--- src/hw/adc_port_pkg.sv ---
/*
  Shared constants for the serial ADC control and readout port:
  APB register map, field positions, reset values, timing counts
  and the link state encoding.
  Assumes a single 250 MHz pclk domain and 32-bit APB data.
*/
package adc_port_pkg;

  // clock and timing
  localparam int CLK_PERIOD_NS = 4;     // pclk period
  localparam int CONV_TIME_NS  = 7500;  // internal-clock conversion time
  localparam int CONV_CYCLES   = (CONV_TIME_NS + CLK_PERIOD_NS - 1) / CLK_PERIOD_NS;
  localparam int CONV_W        = 11;    // width of the conversion counter

  // serial framing
  localparam int RESULT_W   = 14;       // result word width
  localparam int FRAME_BITS = 16;       // result bits plus two zero pad bits
  localparam int CMD_BITS   = 7;        // bits following the start bit
  localparam int NUM_CH     = 8;        // analog input channels
  localparam int CFG_W      = 4;        // per-channel {diff, range}

  // configuration byte fields, counted in the seven bits after start
  localparam int CMD_CH_MSB    = 6;
  localparam int CMD_CH_LSB    = 4;
  localparam int CMD_DIFF      = 3;
  localparam int CMD_RANGE_MSB = 2;
  localparam logic [2:0] RANGE_CONVERT = 3'h0;  // range code that only converts

  // APB register byte addresses
  localparam int ADDR_W = 12;
  localparam logic [11:0] OFS_CTRL   = 12'h000;
  localparam logic [11:0] OFS_SAMPLE = 12'h004;
  localparam logic [11:0] OFS_STATUS = 12'h008;
  localparam logic [11:0] OFS_MASK   = 12'h00C;
  localparam logic [11:0] OFS_CMD    = 12'h010;
  localparam logic [11:0] OFS_CFG    = 12'h014;
  localparam logic [11:0] OFS_RESULT = 12'h018;

  // field positions and reset values
  localparam int CTRL_INT_CLK = 0;           // 1: internal-clock conversions
  localparam int ST_CFG       = 0;           // a channel was configured
  localparam int ST_DONE      = 1;           // a result was loaded
  localparam int ST_READ      = 2;           // a result was shifted out fully
  localparam int EVT_W        = 3;
  localparam logic [0:0]  CTRL_RESET   = 1'h0;
  localparam logic [13:0] SAMPLE_RESET = 14'h0000;
  localparam logic [2:0]  MASK_RESET   = 3'h0;
  localparam logic [2:0]  PIN_RESET    = 3'h1;  // {sclk, din, cs_n}

  // serial link states
  typedef enum logic [2:0] {
    LINK_HUNT = 3'b001,   // searching for the start bit
    LINK_BITS = 3'b010,   // collecting the configuration byte
    LINK_CONV = 3'b100    // internal-clock conversion running
  } link_st_t;

endpackage

--- src/hw/pin_sync.sv ---
/*
  Two-flop synchroniser for a group of asynchronous pins.
  Assumes the pins are static levels or change far slower than clk.
*/
module pin_sync #(
  parameter int         W       = 1,
  parameter logic [W-1:0] RST_VAL = '0
) (
  // clock and reset
  input  wire logic         clk,
  input  wire logic         rst_n,
  // pins in, synchronised levels out
  input  wire logic [W-1:0] d,
  output logic      [W-1:0] q
);

  typedef struct packed {
    logic [W-1:0] meta;   // first stage, read only by the second
    logic [W-1:0] stab;   // second stage
  } sync_t;

  sync_t st;
  sync_t next_st;

  // shift the pins through both stages
  always_comb begin
    next_st      = st;
    next_st.meta = d;
    next_st.stab = st.meta;
  end

  // registers take constants only under reset
  always_ff @(posedge clk or negedge rst_n) begin
    if (!rst_n) begin
      st <= {RST_VAL, RST_VAL};
    end else begin
      st <= next_st;
    end
  end

  assign q = st.stab;

endmodule

--- src/hw/adc_serial_port.sv ---
/*
  Serial control and readout port of a multichannel 14-bit ADC,
  with an APB register slave and a level interrupt.
  Assumes the host link pins are asynchronous to pclk and that
  serial_clock is at least several times slower than pclk.
  The analog converter is stood in for by the sample register.
*/
// Register access over APB and the address map were chosen for this implementation.
// What this block does
// - sample data in on rising serial clock
// - ignore data in while deselected
// - ignore serial clock while deselected
// - next result bit on falling clock
// - data out floats while deselected
// - strobe rises when internal result ready
// - strobe held low in external mode
// - strobe always driven, never floats
// - result word is fourteen bits
// - separate stored configuration per channel
// - config byte picks single or differential
// - eight singles or four differential pairs
// - first one after select starts byte
// - byte fields: channel, diff, range
// - pair uses positive channel, range zero converts
module adc_serial_port (
  // apb clock and reset
  input  wire logic        pclk,
  input  wire logic        presetn,
  // apb slave
  input  wire logic        psel,
  input  wire logic        penable,
  input  wire logic        pwrite,
  input  wire logic [11:0] paddr,
  input  wire logic [31:0] pwdata,
  output logic      [31:0] prdata,
  output logic             pready,
  output logic             pslverr,
  // interrupt
  output logic             irq,
  // serial link pins
  input  wire logic        chip_select_n,
  input  wire logic        serial_clock,
  input  wire logic        serial_data_in,
  output logic             serial_data_out,
  output logic             serial_data_out_oe,
  output logic             conversion_strobe
);

  typedef struct packed {
    adc_port_pkg::link_st_t  state;     // link state
    logic                    sclk_d;    // previous synced serial clock
    logic [2:0]              bit_cnt;   // config bits still to come
    logic [6:0]              in_shift;  // config bits after start
    logic [31:0]             cfg;       // 8 x {diff, range}
    logic [15:0]             out_shift; // result frame, msb first
    logic [4:0]              out_cnt;   // frame bits left to send
    logic [10:0]             conv_cnt;  // conversion cycles left
    logic [2:0]              conv_ch;   // channel being converted
    logic [3:0]              conv_cfg;  // its {diff, range}
    logic [0:0]              ctrl;      // control register
    logic [13:0]             sample;    // stand-in analog value
    logic [13:0]             result;    // last result loaded
    logic [2:0]              status;    // sticky events
    logic [2:0]              mask;      // interrupt mask
    logic [31:0]             prdata;
    logic                    pready;
    logic                    pslverr;
    logic                    irq;
    logic                    sdo;
    logic                    sdo_oe;
    logic                    strobe;
  } port_t;

  port_t st;        // registered state
  port_t next_st;   // next value

  logic [2:0] pins_s;   // synced {sclk, din, cs_n}
  logic       cs_s;     // synced chip select, low active
  logic       sclk_s;   // synced serial clock
  logic       din_s;    // synced serial data in
  logic       sclk_rise;
  logic       sclk_fall;
  logic       byte_done;  // seventh bit after start arrives
  logic       conv_load;  // result enters the output frame
  logic [6:0] cmd;        // full command bits after start
  logic [2:0] evt;        // events this cycle
  logic       apb_setup;
  logic       apb_access;
  logic       mapped;

  // all link pins pass two flops before use
  pin_sync #(
    .W       (3),
    .RST_VAL (adc_port_pkg::PIN_RESET)
  ) u_pin_sync (
    .clk   (pclk),
    .rst_n (presetn),
    .d     ({serial_clock, serial_data_in, chip_select_n}),
    .q     (pins_s)
  );

  assign cs_s   = pins_s[0];
  assign din_s  = pins_s[1];
  assign sclk_s = pins_s[2];

  // edges only count while selected, so a deselected clock is inert
  // gate clock edges
  assign sclk_rise = !cs_s && sclk_s && !st.sclk_d;
  assign sclk_fall = !cs_s && !sclk_s && st.sclk_d;

  assign cmd        = {st.in_shift[5:0], din_s};
  assign apb_setup  = psel && !penable;
  assign apb_access = psel && penable && st.pready;

  // address decode for the setup phase
  always_comb begin
    unique case (paddr)
      adc_port_pkg::OFS_CTRL,   adc_port_pkg::OFS_SAMPLE,
      adc_port_pkg::OFS_STATUS, adc_port_pkg::OFS_MASK,
      adc_port_pkg::OFS_CMD,    adc_port_pkg::OFS_CFG,
      adc_port_pkg::OFS_RESULT: mapped = 1'b1;
      default:                  mapped = 1'b0;
    endcase
  end

  // next-state logic for link, converter and registers
  always_comb begin
    next_st        = st;
    byte_done      = 1'b0;
    conv_load      = 1'b0;
    evt            = '0;
    next_st.sclk_d = sclk_s;

    // link state machine
    unique case (st.state)
      adc_port_pkg::LINK_HUNT: begin
        if (sclk_rise && din_s) begin
          next_st.state   = adc_port_pkg::LINK_BITS;
          next_st.bit_cnt = 3'(adc_port_pkg::CMD_BITS);
        end
      end
      adc_port_pkg::LINK_BITS: begin
        if (cs_s) begin
          next_st.state   = adc_port_pkg::LINK_HUNT;
          next_st.bit_cnt = '0;
        end else if (sclk_rise) begin
          next_st.in_shift = cmd;
          next_st.bit_cnt  = st.bit_cnt - 3'h1;
          byte_done        = (st.bit_cnt == 3'h1);
        end
      end
      adc_port_pkg::LINK_CONV: begin
        // conversion runs on pclk, unaffected by chip select
        if (st.conv_cnt == '0) begin
          conv_load     = 1'b1;
          next_st.state = adc_port_pkg::LINK_HUNT;
        end else begin
          next_st.conv_cnt = st.conv_cnt - 11'h001;
        end
      end
      default: next_st.state = adc_port_pkg::LINK_HUNT;
    endcase

    // decode a complete configuration byte
    if (byte_done) begin
      next_st.state   = adc_port_pkg::LINK_HUNT;
      if (cmd[adc_port_pkg::CMD_RANGE_MSB -: 3] != adc_port_pkg::RANGE_CONVERT) begin
        next_st.cfg[cmd[adc_port_pkg::CMD_CH_MSB:adc_port_pkg::CMD_CH_LSB]*4 +: 4] =
          cmd[adc_port_pkg::CMD_DIFF:0];
        evt[adc_port_pkg::ST_CFG] = 1'b1;
      end else begin
        next_st.conv_ch = cmd[6:4];
        if (st.cfg[{cmd[6:5], 1'b0}*4 + 3] && st.cfg[cmd[6:4]*4 + 3]) begin
          next_st.conv_ch = {cmd[6:5], 1'b0};
        end
        next_st.conv_cfg = st.cfg[next_st.conv_ch*4 +: 4];
        if (st.ctrl[adc_port_pkg::CTRL_INT_CLK]) begin
          next_st.state    = adc_port_pkg::LINK_CONV;
          next_st.conv_cnt = 11'(adc_port_pkg::CONV_CYCLES - 1);
        end else begin
          // external mode: result is ready for the next falling edges
          conv_load = 1'b1;
        end
      end
    end

    if (sclk_fall) begin
      next_st.strobe = 1'b0;   // host has begun reading
      if (st.out_cnt != '0) begin
        next_st.sdo       = st.out_shift[15];
        next_st.out_shift = {st.out_shift[14:0], 1'b0};
        next_st.out_cnt   = st.out_cnt - 5'h01;
        evt[adc_port_pkg::ST_READ] = (st.out_cnt == 5'h01);
      end else begin
        next_st.sdo = 1'b0;
      end
    end

    if (conv_load) begin
      next_st.result    = st.sample;
      next_st.out_shift = {st.sample, 2'b00};
      next_st.out_cnt   = 5'(adc_port_pkg::FRAME_BITS);
      evt[adc_port_pkg::ST_DONE] = 1'b1;
      next_st.strobe = st.ctrl[adc_port_pkg::CTRL_INT_CLK];
    end

    if (!st.ctrl[adc_port_pkg::CTRL_INT_CLK]) begin
      next_st.strobe = 1'b0;
    end

    next_st.sdo_oe = !cs_s;

    // apb: pready one cycle after setup, data captured at setup
    next_st.pready  = apb_setup;
    next_st.pslverr = apb_setup && !mapped;
    if (apb_setup) begin
      next_st.prdata = '0;
      unique case (paddr)
        adc_port_pkg::OFS_CTRL:   next_st.prdata[0]     = st.ctrl;
        adc_port_pkg::OFS_SAMPLE: next_st.prdata[13:0]  = st.sample;
        adc_port_pkg::OFS_STATUS: next_st.prdata[2:0]   = st.status;
        adc_port_pkg::OFS_MASK:   next_st.prdata[2:0]   = st.mask;
        adc_port_pkg::OFS_CMD:    next_st.prdata[10:0]  = {st.state, st.conv_cfg, st.conv_ch, 1'b0};
        adc_port_pkg::OFS_CFG:    next_st.prdata        = st.cfg;
        adc_port_pkg::OFS_RESULT: next_st.prdata[13:0]  = st.result;
        default:                  next_st.prdata        = '0;
      endcase
    end

    // only the bits reported at setup are cleared, so later events survive
    next_st.status = st.status;
    if (apb_access && !pwrite && paddr == adc_port_pkg::OFS_STATUS) begin
      next_st.status = st.status & ~st.prdata[2:0];
    end
    next_st.status = next_st.status | evt;

    // register writes take effect at the access edge
    if (apb_access && pwrite) begin
      unique case (paddr)
        adc_port_pkg::OFS_CTRL:   next_st.ctrl   = pwdata[0:0];
        adc_port_pkg::OFS_SAMPLE: next_st.sample = pwdata[13:0];
        adc_port_pkg::OFS_MASK:   next_st.mask   = pwdata[2:0];
        default:                  next_st.ctrl   = st.ctrl;
      endcase
    end

    // level interrupt from the same edge as the status bits
    next_st.irq = |(next_st.status & next_st.mask);
  end

  // state register, constants only under reset
  always_ff @(posedge pclk or negedge presetn) begin
    if (!presetn) begin
      st        <= '0;
      st.state  <= adc_port_pkg::LINK_HUNT;
      st.ctrl   <= adc_port_pkg::CTRL_RESET;
      st.sample <= adc_port_pkg::SAMPLE_RESET;
      st.mask   <= adc_port_pkg::MASK_RESET;
    end else begin
      st <= next_st;
    end
  end

  // outputs straight from flops
  assign prdata             = st.prdata;
  assign pready             = st.pready;
  assign pslverr            = st.pslverr;
  assign irq                = st.irq;
  assign serial_data_out    = st.sdo;
  assign serial_data_out_oe = st.sdo_oe;
  assign conversion_strobe  = st.strobe;

  // output enable drops the cycle after deselect is seen
  property p_oe_off;
    @(posedge pclk) disable iff (!presetn)
    cs_s |=> !serial_data_out_oe;
  endproperty
  a_oe_off: assert property (p_oe_off) else $error("data out driven while deselected");

  // deselected link never advances the output frame
  property p_no_shift_idle;
    @(posedge pclk) disable iff (!presetn)
    (cs_s && !conv_load) |=> $stable(st.out_cnt) && $stable(st.out_shift);
  endproperty
  a_no_shift_idle: assert property (p_no_shift_idle) else $error("frame moved while deselected");

  // a falling edge presents the frame msb
  property p_bit_out;
    @(posedge pclk) disable iff (!presetn)
    (sclk_fall && st.out_cnt != 5'h00) |=> serial_data_out == $past(st.out_shift[15]);
  endproperty
  a_bit_out: assert property (p_bit_out) else $error("wrong result bit presented");

  // a rising edge shifts the synced data in
  property p_bit_in;
    @(posedge pclk) disable iff (!presetn)
    (st.state == adc_port_pkg::LINK_BITS && sclk_rise) |=> st.in_shift[0] == $past(din_s);
  endproperty
  a_bit_in: assert property (p_bit_in) else $error("data in not sampled");

  // deselect mid-byte drops back to the search
  property p_restart;
    @(posedge pclk) disable iff (!presetn)
    (st.state == adc_port_pkg::LINK_BITS && cs_s) |=> st.state == adc_port_pkg::LINK_HUNT;
  endproperty
  a_restart: assert property (p_restart) else $error("byte survived deselect");

  // strobe stays low through external mode
  property p_strobe_low;
    @(posedge pclk) disable iff (!presetn)
    !st.ctrl[0] [*2] |-> !conversion_strobe;
  endproperty
  a_strobe_low: assert property (p_strobe_low) else $error("strobe high in external mode");

  // internal conversion ends with strobe high and a full frame
  property p_strobe_ready;
    @(posedge pclk) disable iff (!presetn)
    (st.state == adc_port_pkg::LINK_CONV && st.conv_cnt == 11'h000 && st.ctrl[0])
      |=> conversion_strobe && st.out_cnt == 5'h10 && st.out_shift[15:2] == $past(st.sample);
  endproperty
  a_strobe_ready: assert property (p_strobe_ready) else $error("no strobe after conversion");

  // a range byte rewrites its channel one edge later
  property p_cfg_write;
    @(posedge pclk) disable iff (!presetn)
    (byte_done && cmd[2:0] != 3'h0) |=> st.cfg[$past(cmd[6:4])*4 +: 4] == $past(cmd[3:0]);
  endproperty
  a_cfg_write: assert property (p_cfg_write) else $error("channel config not stored");

  // a convert byte leaves every stored config intact
  property p_convert_keep;
    @(posedge pclk) disable iff (!presetn)
    (byte_done && cmd[2:0] == 3'h0) |=> $stable(st.cfg);
  endproperty
  a_convert_keep: assert property (p_convert_keep) else $error("convert byte changed config");

  // a loaded frame is the fourteen-bit sample and two pad bits
  property p_frame_load;
    @(posedge pclk) disable iff (!presetn)
    conv_load |=> st.out_cnt == 5'h10 && st.out_shift == {$past(st.sample), 2'b00};
  endproperty
  a_frame_load: assert property (p_frame_load) else $error("result frame loaded wrongly");

endmodule

--- config.mk ---
export PLATFORM = sky130hd
export DESIGN_NAME = adc_serial_port
export DESIGN_NICKNAME = d
export VERILOG_FILES = /design/src/hw/adc_port_pkg.sv /design/src/hw/pin_sync.sv /design/src/hw/adc_serial_port.sv
export SDC_FILE = /design/constraint.sdc
export NUM_CORES = 1
export LEC_CHECK = 0
export ABC_AREA = 1
export BUFFER_PORTS_ARGS = -buffer_cell sky130_fd_sc_hd__buf_2
export CAP_MARGIN = 20
export CORE_ASPECT_RATIO = 0.8
export CORE_MARGIN = 2
export CORE_UTILIZATION = 45
export DETAILED_ROUTE_END_ITERATION = 8
export MAX_ROUTING_LAYER = met4
export PLACE_DENSITY = 0.7
export SETUP_SLACK_MARGIN = 0.3
export SYNTH_ARGS = -nofsm -noshare
export SYNTH_HDL_FRONTEND = slang
export SYNTH_SLANG_ARGS = --single-unit
--- constraint.sdc ---
create_clock -name pclk -period 3.24 [get_ports pclk]
set_input_delay 0.324 -clock pclk [delete_from_list [all_inputs] [get_ports pclk]]
set_output_delay 0.324 -clock pclk [all_outputs]
set_load 0.1 [all_outputs]
### After elaboration in Yosys (flattened, before gate mapping)

Index checks and enable logic that the tools add are counted.

* $add $sub $neg: 6
* magnitude comparators: 2
* equality and inequality tests: 17
* shift operators: 3
* mux-type cells: 53
* bitwise operators: 6
* reduce and logical (&&, ||, !) cells: 36

Operators by type and width (count)
* $mux W21: 3
* $mux W18: 3
* $mux W3: 13
* $eq A12 B5 Y1 const B: 3
* $neg A5 Y34: 1
* $shift A4 B34 Y32 const A: 1
* $shiftx A4 B34 Y32: 1
* $mux W11: 3
* $bwmux W32: 1
* $pmux W8 S4: 1
* $shiftx A32 B6 Y4: 1
* $eq A12 B4 Y1 const B: 2
* $mux W1: 21
* $pmux W3 S3: 2
* $logic_and A1 B1 Y1: 13
* $add A5 B2 Y6 const B: 2
* $eq A12 B3 Y1 const B: 1
* $logic_not A12 Y1: 1
* $lt A6 B6 Y1 const B: 2
* $pmux W2 S6: 1
* $logic_not A11 Y1: 1
* $sub A11 B1 Y11 const B: 1
* $bmux W1 S5: 2
* $mux W10: 1
* 24 further kinds: 42

* register bits: 164
* input bits: 52
* word-level logic and storage cells: 147

### Logic depth before layout (Yosys ltp)

Gate-level depths: netlist of run 1.

* depth after elaboration: 11
* mapped depth: 11
* mapped depth without buffers: 10

### Hierarchy

A second synthesis of run 1 with hierarchy kept.

* cells, all modules: 945
* area, all modules: 7931.4 µm²

Modules (own cells, without submodules)
* adc_serial_port: instances 1, cells an instance 939, area an instance 7778.7 µm², sequential area each 3880.0 µm²
* pin_sync: instances 1, cells an instance 6, area an instance 152.6 µm², sequential area each 152.6 µm²

### Worst setup path after synthesis of run 1

OpenSTA, ideal clock, no wires.

* path kind: flip-flop to flip-flop
* start point: register st, in the netlist pready
* end point: register st[68] in the netlist's numbering
* data arrival time: 1.946 ns
* required time: 3.115 ns
* setup slack: 1.169 ns
* stages on the path, launching flop included: 6
* path buffers: 1
* cell sequence: dfrtp_1 > nand3_1 > nor2_1 > nand3_2 > buf_2 > mux2_2

* word-level cells in the longest chain between the ends: 3

Ends and longest elaborated chain
* start: declaration: line adc_serial_port.sv:74 `port_t st;`
* start signal: assignment: line adc_serial_port.sv:260 `st <= next_st;`
* $logic_and A1 B1 Y1: line adc_serial_port.sv:113 `assign apb_access = psel && penable && st.pready;`
* $logic_and A1 B1 Y1: line adc_serial_port.sv:238 `if (apb_access && pwrite) begin`
* $reduce_and A2 Y1 (no line)

Every way passes these cells.
A chain may end at the register's enable or synchronous reset.

### Worst setup path in the final report of run 1

* start point: register st, in the netlist cmd[4]
* end point: register st[130] in the netlist's numbering

* word-level cells in the longest chain between the ends: 3
* elaborated cells on any way between the ends: 4

Ends and longest elaborated chain
* $neg A5 Y34 (*): line adc_serial_port.sv:168 `next_st.cfg[cmd[adc_port_pkg::CMD_CH_MSB:adc_port_pkg::CMD_CH_LSB]*4 +: 4] =`
* $shiftx A4 B34 Y32 / $shift A4 B34 Y32 (equally long branches): line adc_serial_port.sv:168
* $bwmux W32 (*): line adc_serial_port.sv:168

Every way passes the cells marked *; elsewhere a longest branch is shown, timed or not.

==> results by group, run 1 <==
Layout
  – Ant. Diodes: 0
  – Area Overhead vs Synth: 12.9%
  – Leading cell type in the layout, fill and taps excluded: nand2_1
  – Nets: 1103
  – Fin cells: 1277
  – Fillcell total: 1658
  – Share of cells above drive strength 1: 14.9%
  – Most frequent cells in the layout: 285 x nand2_1, 158 x dfrtp_1, 106 x inv_1

STA
  – Setup TNS: 0 ns
  – Final Critical Period: 2.46 ns
  – Final Hold Viols: 0
  – Relative slew slack: 52.4%
  – Hold Worst Slack: 0.101 ns
  – Final setup fails: 0
  – Part of the cycle the worst path needs: 76.0%
  – Worst slew pin tran: 0.713 ns
  – Clk_skew: 0.0160 ns
  – FMAX: 406 MHz
  – Worst Setup Slack, final: 0.776 ns
  – RSZ-0062 raised after global routing: no
  – Max Slew Vio Count: 0

Outcome
  – Status: finished, final reports clean

Global routing
  – Global-route wire length before repair: 31800 µm
  – Pin count of the biggest net entering global routing: 69
  – Total track usage: 22.3%
  – Congestion Overflow GR: 0
  – Vias in the first global route: 5979
  – Initial antenna violation count: 0

Worst hold path
  – Hold depth: 2
  – Worst hold path endpoint: st[69]
  – Hold path start: pwdata[11]
  – Worst min path class: primary input to flip-flop

Drt
  – Met3 WL: 1550 µm
  – Final wirelength: 19800 µm
  – Wire length on met2: 8380 µm
  – Per-cell routed wire length: 15.5 µm
  – Initial drt markers: 591
  – Top Metal Used: met4
  – DR pass1 iterations: 5
  – ANT nets after route: 0
  – Via density: 5.25
  – Via count: 6705
  – # DRC: 0
  – M1 wire length: 9680 µm

Placement
  – Place WS: 0.811 ns
  – Detailed placement HPWL: 14000 µm
  – IO buf count: 71
  – Inst Count DP: 1241
  – Gpl congestion: 0.940

Synth
  – Main synth FF type: dfrtp_1
  – Ys async rst share: 100%
  – Syn Area/Cell: 8.09 µm²
  – Distinct cell type count after synthesis: 35
  – Number of synthesized flops with an enable pin: 0
  – Yosys reg bits: 161
  – Mapped cell area: 8050 µm²
  – Sequential-to-total area share from yosys stat: 50.1%
  – Gate Count Post-Synth: 995
  – Yosys Warn Count: 0
  – Post-Syn Nets: 1059

Setup path
  – Critical path type: flip-flop to flip-flop
  – R2R Path End: st[130]
  – Critical Path AT: 2.78 ns
  – Path depth of the worst reg2reg path: 9
  – Reg-to-reg slack, setup: 0.78 ns
  – Critical Path RT: 3.56 ns
  – Setup crit start kind: flip-flop
  – Worst Setup End Kind: flip-flop
  – Reg2Reg Launch Point: cmd[4]
  – Crit-path max FO: 26

Floorplanning
  – Floorplan die width: 154 µm
  – Initial core utilization: 46.2%
  – Row cnt: 43
  – Core area: 17400 µm²
  – Die area: 19000 µm²
  – Die Y: 124 µm
  – Ports: 90

Clock tree
  – Worst-Skew Late Latency: 0.45 ns
  – CTS root buffer: clkbuf_16
  – CTS sink count: 161
  – Max H-tree Level: 4
  – Post-cts gate resize count: 0
  – CTS max path bufs: 2
  – Clock transition at path regs: 0.07 ns
  – TritonCTS Buffers: 17
  – Post-CTS Repair Setup Buffers: 0
  – CTS tree: yes

Pwr
  – Pleak: 4.46 nW
  – Total power: 4.77 mW
  – Power Dens Cells: 524 nW/µm²
  – Maximum VDD drop: 282 µV

Job
  – Max-cap check violation count: 0
## power by group
group	internal, mW	total [mW]	leakage (nW)	switching [mW]
Clock	1.17	2.11	0.300	0.936
Sequential	2.09	2.18	2.18	0.0898
Combinational	0.141	0.474	1.98	0.333
Total	3.41	4.77	4.46	1.36
## worst max-delay path, stage by stage, from the launching register on
cell and delay [ns]:
dfrtp_1 0.34, buf_4 0.28, clkinv_1 0.32, ha_1 0.45
inv_1 0.22, nand2_1 0.11, nor4_1 0.24, nand2_1 0.21
nand2_1 0.09, o21ai_0 0.08
## sequential cells by signal (all words and copies together), names as in the netlist
register	count
st	111
prdata	32
cmd	6
u_pin_sync.next_st	3
u_pin_sync.q	3
conversion_strobe	1
irq	1
pready	1
pslverr	1
serial_data_out	1
serial_data_out_oe	1
## repair_timing
| action | 4_1_cts | 5_1_grt |
|---|---|---|
| endpoints found under the hold margin | 63 | 0 |
| hold buffers | 4 | 0 |
| setup endpoints to repair | 0 | 0 |
## through the flow
stage	util, %	cell area, µm²
6_report	52.1	9090
5_1_grt	52.1	9090
3_3_place_gp	48.4	8440
4_1_cts	52.1	9090
3_5_place_dp	48.4	8440
2_1_floorplan	-	8050
## cells by family after synthesis
family          Yosys count  synth area share (%)
compound gates          149                  9.79
xor+xnor                  7                 0.762
fa+ha+maj                12                  1.87
buf+inv                 173                  9.75
flops                   161                  50.1
mux                      11                  1.54
simple gates            482                  26.2
## cells in the mapped netlist (2+ instances only)
cell / n / area (µm²)
inv_1: 106 / 398
clkbuf_1: 20 / 75.1
inv_2: 2 / 7.51
o21ai_1: 19 / 95.1
mux2_2: 11 / 124
ha_1: 12 / 150
nor3_1: 12 / 60.1
nand3_2: 10 / 100
o31ai_1: 8 / 60.1
buf_4: 32 / 240
a21oi_1: 10 / 50.1
nor2_1: 65 / 244
nand2_1: 285 / 1070
o211ai_1: 5 / 37.5
dfrtp_1: 158 / 3950
nor2_4: 3 / 33.8
nor3_2: 4 / 40.0
a22oi_1: 2 / 15.0
nand4_1: 12 / 75.1
nand3_1: 81 / 405
o21ai_0: 103 / 515
or2_2: 3 / 18.8
buf_2: 12 / 60.1
xor2_1: 7 / 61.3
dfstp_2: 3 / 78.8
## layout make-up
class	instances	area [µm²]	area share [%]
timing repair buffer	89	519	5.71
sequential	161	4030	44.4
clock inverter	15	186	2.05
tap	225	282	3.10
clock buffer	17	425	4.68
multi-input combinational	661	3230	35.6
inverter	109	409	4.50
## worst max-delay path by stage
stage | from | endpoint | slack (ns) | cells past startpoint
global placement | cmd[4] | st[118] | 0.88 | 7
floorplan | pready | st[68] | 1.17 | 5
global route | cmd[4] | st[138] | 0.55 | 7
finish | cmd[4] | st[130] | 0.78 | 9
detailed placement | cmd[4] | st[138] | 0.81 | 7
CTS | cmd[4] | st[138] | 0.78 | 7
## per-layer routing
layer,up-vias,global-route usage [%]
li1,3265,-
met1,3154,32.6
met2,265,31.4
met3,21,5.57
met4,0,4.99
met5,-,-
Note: power is estimated with default switching activity, not from simulation.
==> run 2: changes to the inputs <==
==> constraint.sdc (replaced) <==
create_clock -name pclk -period 2.4 [get_ports pclk]
set_input_delay 0.24 -clock pclk [delete_from_list [all_inputs] [get_ports pclk]]
set_output_delay 0.24 -clock pclk [all_outputs]
set_load 0.1 [all_outputs]
==> run 2 against run 1 <==
Effect of this change:
- core utilization grew 0.44 points
- routed wire length grew 1.8%
- via count shrank 0.63%
- combinational power grew 42%
- largest power group unchanged
- total power grew 32%
- sequential share of layout area shrank 0.38 points
- critical path depth shrank 2
- flip-flop and latch count is the same
- register-to-register slack lost 0.28 ns
- sequential power grew 34%
- clock power grew 28%
- hold slack lost 0.076 ns
==> results by group, run 2 (synthesized netlist as in run 1, its figures left out) <==
Outcome
  – Status: finished, final reports clean

STA
  – Max Slew Vio Count: 0 (unchanged)
  – Final Critical Period: 1.90 ns (-0.560 ns)
  – Final setup fails: 0 (unchanged)
  – Part of the cycle the worst path needs: 79.3% (+3.3 points)
  – Relative slew slack: 51.3% (-1.1 points)
  – Setup TNS: 0 ns (unchanged)
  – Hold Worst Slack: 0.0255 ns (-0.0759 ns)
  – Worst Setup Slack, final: 0.497 ns (-0.280 ns)
  – Clk_skew: 0.00747 ns (-0.00849 ns)
  – Final Hold Viols: 0 (unchanged)
  – RSZ-0062 raised after global routing: no
  – Worst slew pin tran: 0.731 ns (+0.0181 ns)
  – FMAX: 525 MHz (+29%)

Layout
  – Number of flip-flops under the largest register name: 111 (unchanged)
  – Share of cells above drive strength 1: 16.4% (+1.4 points)
  – Ant. Diodes: 0 (unchanged)
  – Area Overhead vs Synth: 13.9%
  – Leading cell type in the layout, fill and taps excluded: nand2_1
  – Fin area: 9170 µm² (+0.85%)
  – Reg with most FFs: st
  – Nets: 1114 (+1.0%)
  – Final Util: 52.6% (+0.44 points)
  – Most frequent cells in the layout: 284 x nand2_1, 158 x dfrtp_1, 105 x inv_1
  – Fin cells: 1288 (+0.86%)

Clock tree
  – Clock transition at path regs: 0.07 ns (about the same)
  – TritonCTS Buffers: 17 (unchanged)
  – Max H-tree Level: 4 (unchanged)
  – CTS root buffer: clkbuf_16
  – Worst-Skew Late Latency: 0.44 ns (about the same)
  – CTS max path bufs: 2 (unchanged)
  – CTS tree: yes
  – CTS sink count: 161 (unchanged)

Job
  – Max-cap check violation count: 0 (unchanged)

Drt
  – ANT nets after route: 0 (unchanged)
  – # DRC: 0 (unchanged)
  – Via density: 5.17 (-1.5%)
  – Via count: 6663 (-0.63%)
  – Initial drt markers: 654 (+11%)
  – Per-cell routed wire length: 15.7 µm (+0.90%)
  – DR pass1 iterations: 5 (unchanged)
  – Final wirelength: 20200 µm (+1.8%)

Global routing
  – Global-route wire length before repair: 32800 µm (+3.1%)
  – Pin count of the biggest net entering global routing: 61 (-12%)
  – Vias in the first global route: 6219 (+4.0%)
  – Congestion Overflow GR: 0 (unchanged)
  – Total track usage: 23.0% (+0.75 points)
  – Initial antenna violation count: 0 (unchanged)

Placement
  – Inst Count DP: 1251 (+0.81%)
  – Detailed placement HPWL: 14400 µm (+3.0%)
  – Placed cell areas: 8510 µm² (+0.89%)
  – IO buf count: 71 (unchanged)
  – Gpl congestion: 0.952 (+1.2%)
  – Place WS: 0.444 ns (-0.367 ns)

Floorplanning
  – Die Y: 124 µm (unchanged)
  – Initial core utilization: 46.2% (unchanged)
  – Floorplan die width: 154 µm (unchanged)
  – Die area: 19000 µm² (unchanged)
  – Row cnt: 43 (unchanged)
  – Ports: 90 (unchanged)
  – Core area: 17400 µm² (unchanged)

Pwr
  – Power Dens Cells: 687 nW/µm² (+31%)
  – Pleak: 4.50 nW (+0.90%)
  – Maximum VDD drop: 430 µV (+53%)
  – Total power: 6.30 mW (+32%)

Setup path
  – Crit-path max FO: 4 (-85%)
  – Critical Path AT: 2.19 ns (-0.59 ns)
  – Critical Path RT: 2.69 ns (-0.87 ns)
  – Setup crit start kind: flip-flop
  – Critical path type: flip-flop to flip-flop
  – Worst Setup End Kind: flip-flop
  – Reg-to-reg slack, setup: 0.50 ns (-0.28 ns)

Worst hold path
  – Worst min path class: primary input to flip-flop
-- run 2: final cells by class --
class / count / area, µm²
Clock buffer: 20 / 467
Tap cell: 225 / 282
Fill cell: 1636 / 8270
Clock inverter: 12 / 125
Timing Repair Buffer: 100 / 602
Multi-Input combinational cell: 661 / 3250
Sequential cell: 161 / 4030
Inverter: 109 / 409
-- run 2: worst paths after layout --
check                                            from               to  cells after the start
min in group asynchronous                     presetn       prdata[12]                      2
worst min register to register  u_pin_sync.next_st[2]  u_pin_sync.q[2]                      0
worst min-delay path                       pwdata[11]           st[69]                      2
worst max register to register                st[155]          st[152]                      7
max in group asynchronous                     presetn  u_pin_sync.q[0]                      3
worst max-delay path                          st[155]          st[152]                      7
-- run 2: repair_timing --
item / in CTS / in global routing
hold endpoints to repair: 58 / 0
resized for setup: 0 / 6
setup endpoints to repair: 0 / 37
buffers inserted: 0 / 1
hold buffers: 4 / 0
-- run 2: where the power goes --
group	internal [mW]	total (mW)	switching [mW]	leakage [nW]
Sequential	2.83	2.92	0.0962	2.18
Combinational	0.203	0.672	0.469	2.04
Clock	1.53	2.71	1.17	0.282
-- run 2: metal layers --
metal / global-route usage, % / routed length, µm
met3: 5.11 / 1300
met1: 32.7 / 9830
met4: 6.36 / 297
met2: 33.6 / 8740
met5: - / 0
-- run 2: critical path, stage by stage (launching register included) --
cell,delay [ns]
dfstp_2,0.56
inv_1,0.07
nor3_1,0.32
o21ai_0,0.26
nand2_1,0.15
inv_1,0.07
o21ai_0,0.17
a22oi_1,0.14
==> run 3: changes to the inputs <==
==> constraint.sdc (replaced) <==
create_clock -name pclk -period 1.8 [get_ports pclk]
set_input_delay 0.18 -clock pclk [delete_from_list [all_inputs] [get_ports pclk]]
set_output_delay 0.18 -clock pclk [all_outputs]
set_load 0.1 [all_outputs]
==> run 3 against run 2 <==
Effect of this change:
- setup slack got worse by 0.38 ns
- count of clock-buffer cells in the layout rose by 1
- sequential share of layout area is 7.8 points lower
- sequential power is 34% higher
- critical path depth is 1 higher
- die area unchanged
- combinational power is 150% higher
- core utilization up 11 points
- register-to-register slack got worse by 0.38 ns
- largest power group unchanged
- first-iteration DRC count is 14% higher
- highest routed layer unchanged
==> results by group, run 3 (synthesized netlist as in run 1, its figures left out) <==
Pwr
  – Clock share of power: 40.7% (-2.3 points)
  – Power Dens Cells: 840 nW/µm² (+22%)
  – Part of the power in combinational logic: 17.6% (+6.9 points)
  – NetSw: 2.62 mW (+51%)
  – Maximum VDD drop: 623 µV (+45%)
  – Total power: 9.37 mW (+49%)
  – Pleak: 5.43 nW (+21%)
  – Sw Share: 28.0% (+0.37 points)
  – Internal power: 6.75 mW (+48%)
  – Sequential share of power: 41.7% (-4.7 points)

Drt
  – # DRC: 0 (unchanged)
  – Via count: 7442 (+12%)
  – Initial drt markers: 743 (+14%)
  – Via density: 5.35 (+3.5%)
  – DR pass1 iterations: 5 (unchanged)
  – Per-cell routed wire length: 17.1 µm (+9.6%)
  – ANT nets after route: 0 (unchanged)
  – Final wirelength: 23800 µm (+18%)

Setup path
  – Worst Setup End Kind: flip-flop
  – Worst Path Buf+Inv: 2 (unchanged)
  – Most common cell type on the critical path: ha_4
  – CP peak stage delay: 0.41 ns (-0.15 ns)
  – Critical Path AT: 2.00 ns (-0.19 ns)
  – Critical path type: flip-flop to flip-flop
  – Crit-path max FO: 8 (+4)
  – Worst path top cell family by delay: simple AND/OR/NAND/NOR gates
  – Crit-path cells: clkinv_4 -> ha_4 -> ha_4 -> buf_4 -> nor2_4 -> nand3_4 -> nand2_1 -> o21ai_1
  – Critical path origin: cmd[4]
  – Reg2Reg Launch Point: cmd[4]
  – Critical Path RT: 2.11 ns (-0.58 ns)
  – Crit path max-delay cell type: dfrtp_1
  – Setup crit start kind: flip-flop

Outcome
  – Status: finished, final reports clean

Floorplanning
  – Die Y: 124 µm (unchanged)
  – Ports: 90 (unchanged)
  – Core area: 17400 µm² (unchanged)
  – Die area: 19000 µm² (unchanged)
  – Initial core utilization: 46.2% (unchanged)
  – Row cnt: 43 (unchanged)
  – Floorplan die width: 154 µm (unchanged)

Global routing
  – Total track usage: 25.4% (+2.4 points)
  – Vias in the first global route: 7042 (+13%)
  – Congestion Overflow GR: 0 (unchanged)
  – Pin count of the biggest net entering global routing: 52 (-15%)
  – Initial antenna violation count: 1 (+1)
  – Global-route wire length before repair: 36800 µm (+12%)

STA
  – RSZ-0062 raised after global routing: yes
  – Final setup fails: 0 (unchanged)
  – Part of the cycle the worst path needs: 93.7% (+14 points)
  – Worst slew pin tran: 0.689 ns (-0.0415 ns)
  – Max Slew Vio Count: 0 (unchanged)
  – Final Hold Viols: 0 (unchanged)
  – Setup TNS: 0 ns (unchanged)
  – Clk_skew: 0.00726 ns (-0.000214 ns)
  – Relative slew slack: 54.0% (+2.7 points)
  – Final Critical Period: 1.69 ns (-0.217 ns)
  – FMAX: 593 MHz (+13%)

Layout
  – Most frequent cells in the layout: 219 x nand2_1, 157 x dfrtp_1, 87 x inv_1
  – Nets: 1216 (+9.2%)
  – Leading cell type in the layout, fill and taps excluded: nand2_1
  – Share of cells above drive strength 1: 37.3% (+21 points)
  – Area Overhead vs Synth: 38.6%
  – Ant. Diodes: 0 (unchanged)
  – Reg with most FFs: st
  – Fillcell total: 1408 (-14%)
  – Number of flip-flops under the largest register name: 111 (unchanged)

Worst hold path
  – Hold path start: pwdata[7]
  – Worst min path class: primary input to flip-flop

Clock tree
  – Max H-tree Level: 4 (unchanged)
  – Clock transition at path regs: 0.06 ns (about the same)
  – TritonCTS Buffers: 17 (unchanged)
  – Worst-Skew Late Latency: 0.43 ns (about the same)
  – CTS sink count: 161 (unchanged)
  – CTS max path bufs: 2 (unchanged)
  – CTS root buffer: clkbuf_16
  – CTS tree: yes

Job
  – Max-cap check violation count: 0 (unchanged)

Placement
  – Gpl congestion: 0.968 (+1.7%)
  – Detailed placement HPWL: 15400 µm (+6.7%)
  – IO buf count: 71 (unchanged)
==> run 3: cell count changes in the layout (fill, tap and decap cells not counted), sizes merged <==
cell,previous run,this run
buf,96,186
dlygate4sd3,4,14
bufinv,1,3
clkinvlp,3,1
clkbuf,20,21
inv,112,113
==> run 3: repair_timing <==
item / 4_1_cts / 5_1_grt
endpoints found under the hold margin: 57 / 0
pin swaps: 42 / 71
resized for setup: 126 / 201
setup endpoints to repair: 90 / 91
cloned: 3 / 2
buffers inserted: 31 / 21
hold buffers: 14 / 0
==> run 3: layout make-up <==
class / count / area (µm²) / area share [%]
sequential: 161 / 4040 / 36.2
clock inverter: 11 / 151 / 1.36
inverter: 109 / 449 / 4.03
timing repair inverter: 2 / 22.5 / 0.202
timing repair buffer: 200 / 1600 / 14.3
tap: 225 / 282 / 2.52
clock buffer: 21 / 460 / 4.13
multi-input combinational: 661 / 4160 / 37.3
==> run 3: worst reg2reg max path: stages, from the launching register on <==
cell and delay, ns:
dfrtp_1 0.41, clkinv_4 0.07, ha_4 0.16, ha_4 0.22, buf_4 0.14, nor2_4 0.22, nand3_4 0.17, nand2_1 0.12
o21ai_1 0.07
==> run 3: per-stage QoR <==
step / util [%] / cells / instance area, µm² / hold slack (ns) / setup slack [ns]
floorplan: - / 995 / 8180 / -0.116 / 0.0349
global placement: 50.9 / 1287 / 8880 / 0.168 / 0.0736
detailed placement: 50.9 / 1287 / 8880 / 0.168 / 0.0152
CTS: 59.3 / 1367 / 10300 / 0.000627 / 0.175
global route: 64.0 / 1390 / 11200 / 0.0175 / 0.0359
finish: 64.0 / 1390 / 11200 / 0.00627 / 0.113
==> run 3: path summary, 6_finish.rpt <==
check	to	slack [ns]	cells past startpoint
setup / recovery	st[136]	0.11	8
hold / removal	st[65]	0.006	2
setup reg to reg	st[136]	0.11	8
hold reg to reg	u_pin_sync.q[1]	0.35	0
max in group asynchronous	pready	0.84	3
min in group asynchronous	u_pin_sync.next_st[1]	0.27	2
==> run 3: layer usage <==
layer | vias to the layer above | wire length, µm | part of all wire, % | track usage (%)
li1 | 3501 | - | - | -
met1 | 3631 | 10800 | 45 | 36.5
met2 | 277 | 11000 | 46 | 38.2
met3 | 33 | 1640 | 6.9 | 4.31
met4 | 0 | 346 | 1.5 | 5.85
met5 | - | 0 | 0 | -
==> run 3: power groups by stage <==
stage / registers, mW / clock network [mW] / logic [mW]
finish: 3.91 / 3.81 / 1.65
global route: 3.92 / 4.02 / 1.78
CTS: 3.89 / 3.83 / 1.27
detailed placement: 3.96 / 0 / 0.981
global placement: 3.95 / 0 / 0.961
floorplan: 3.94 / 0 / 0.618
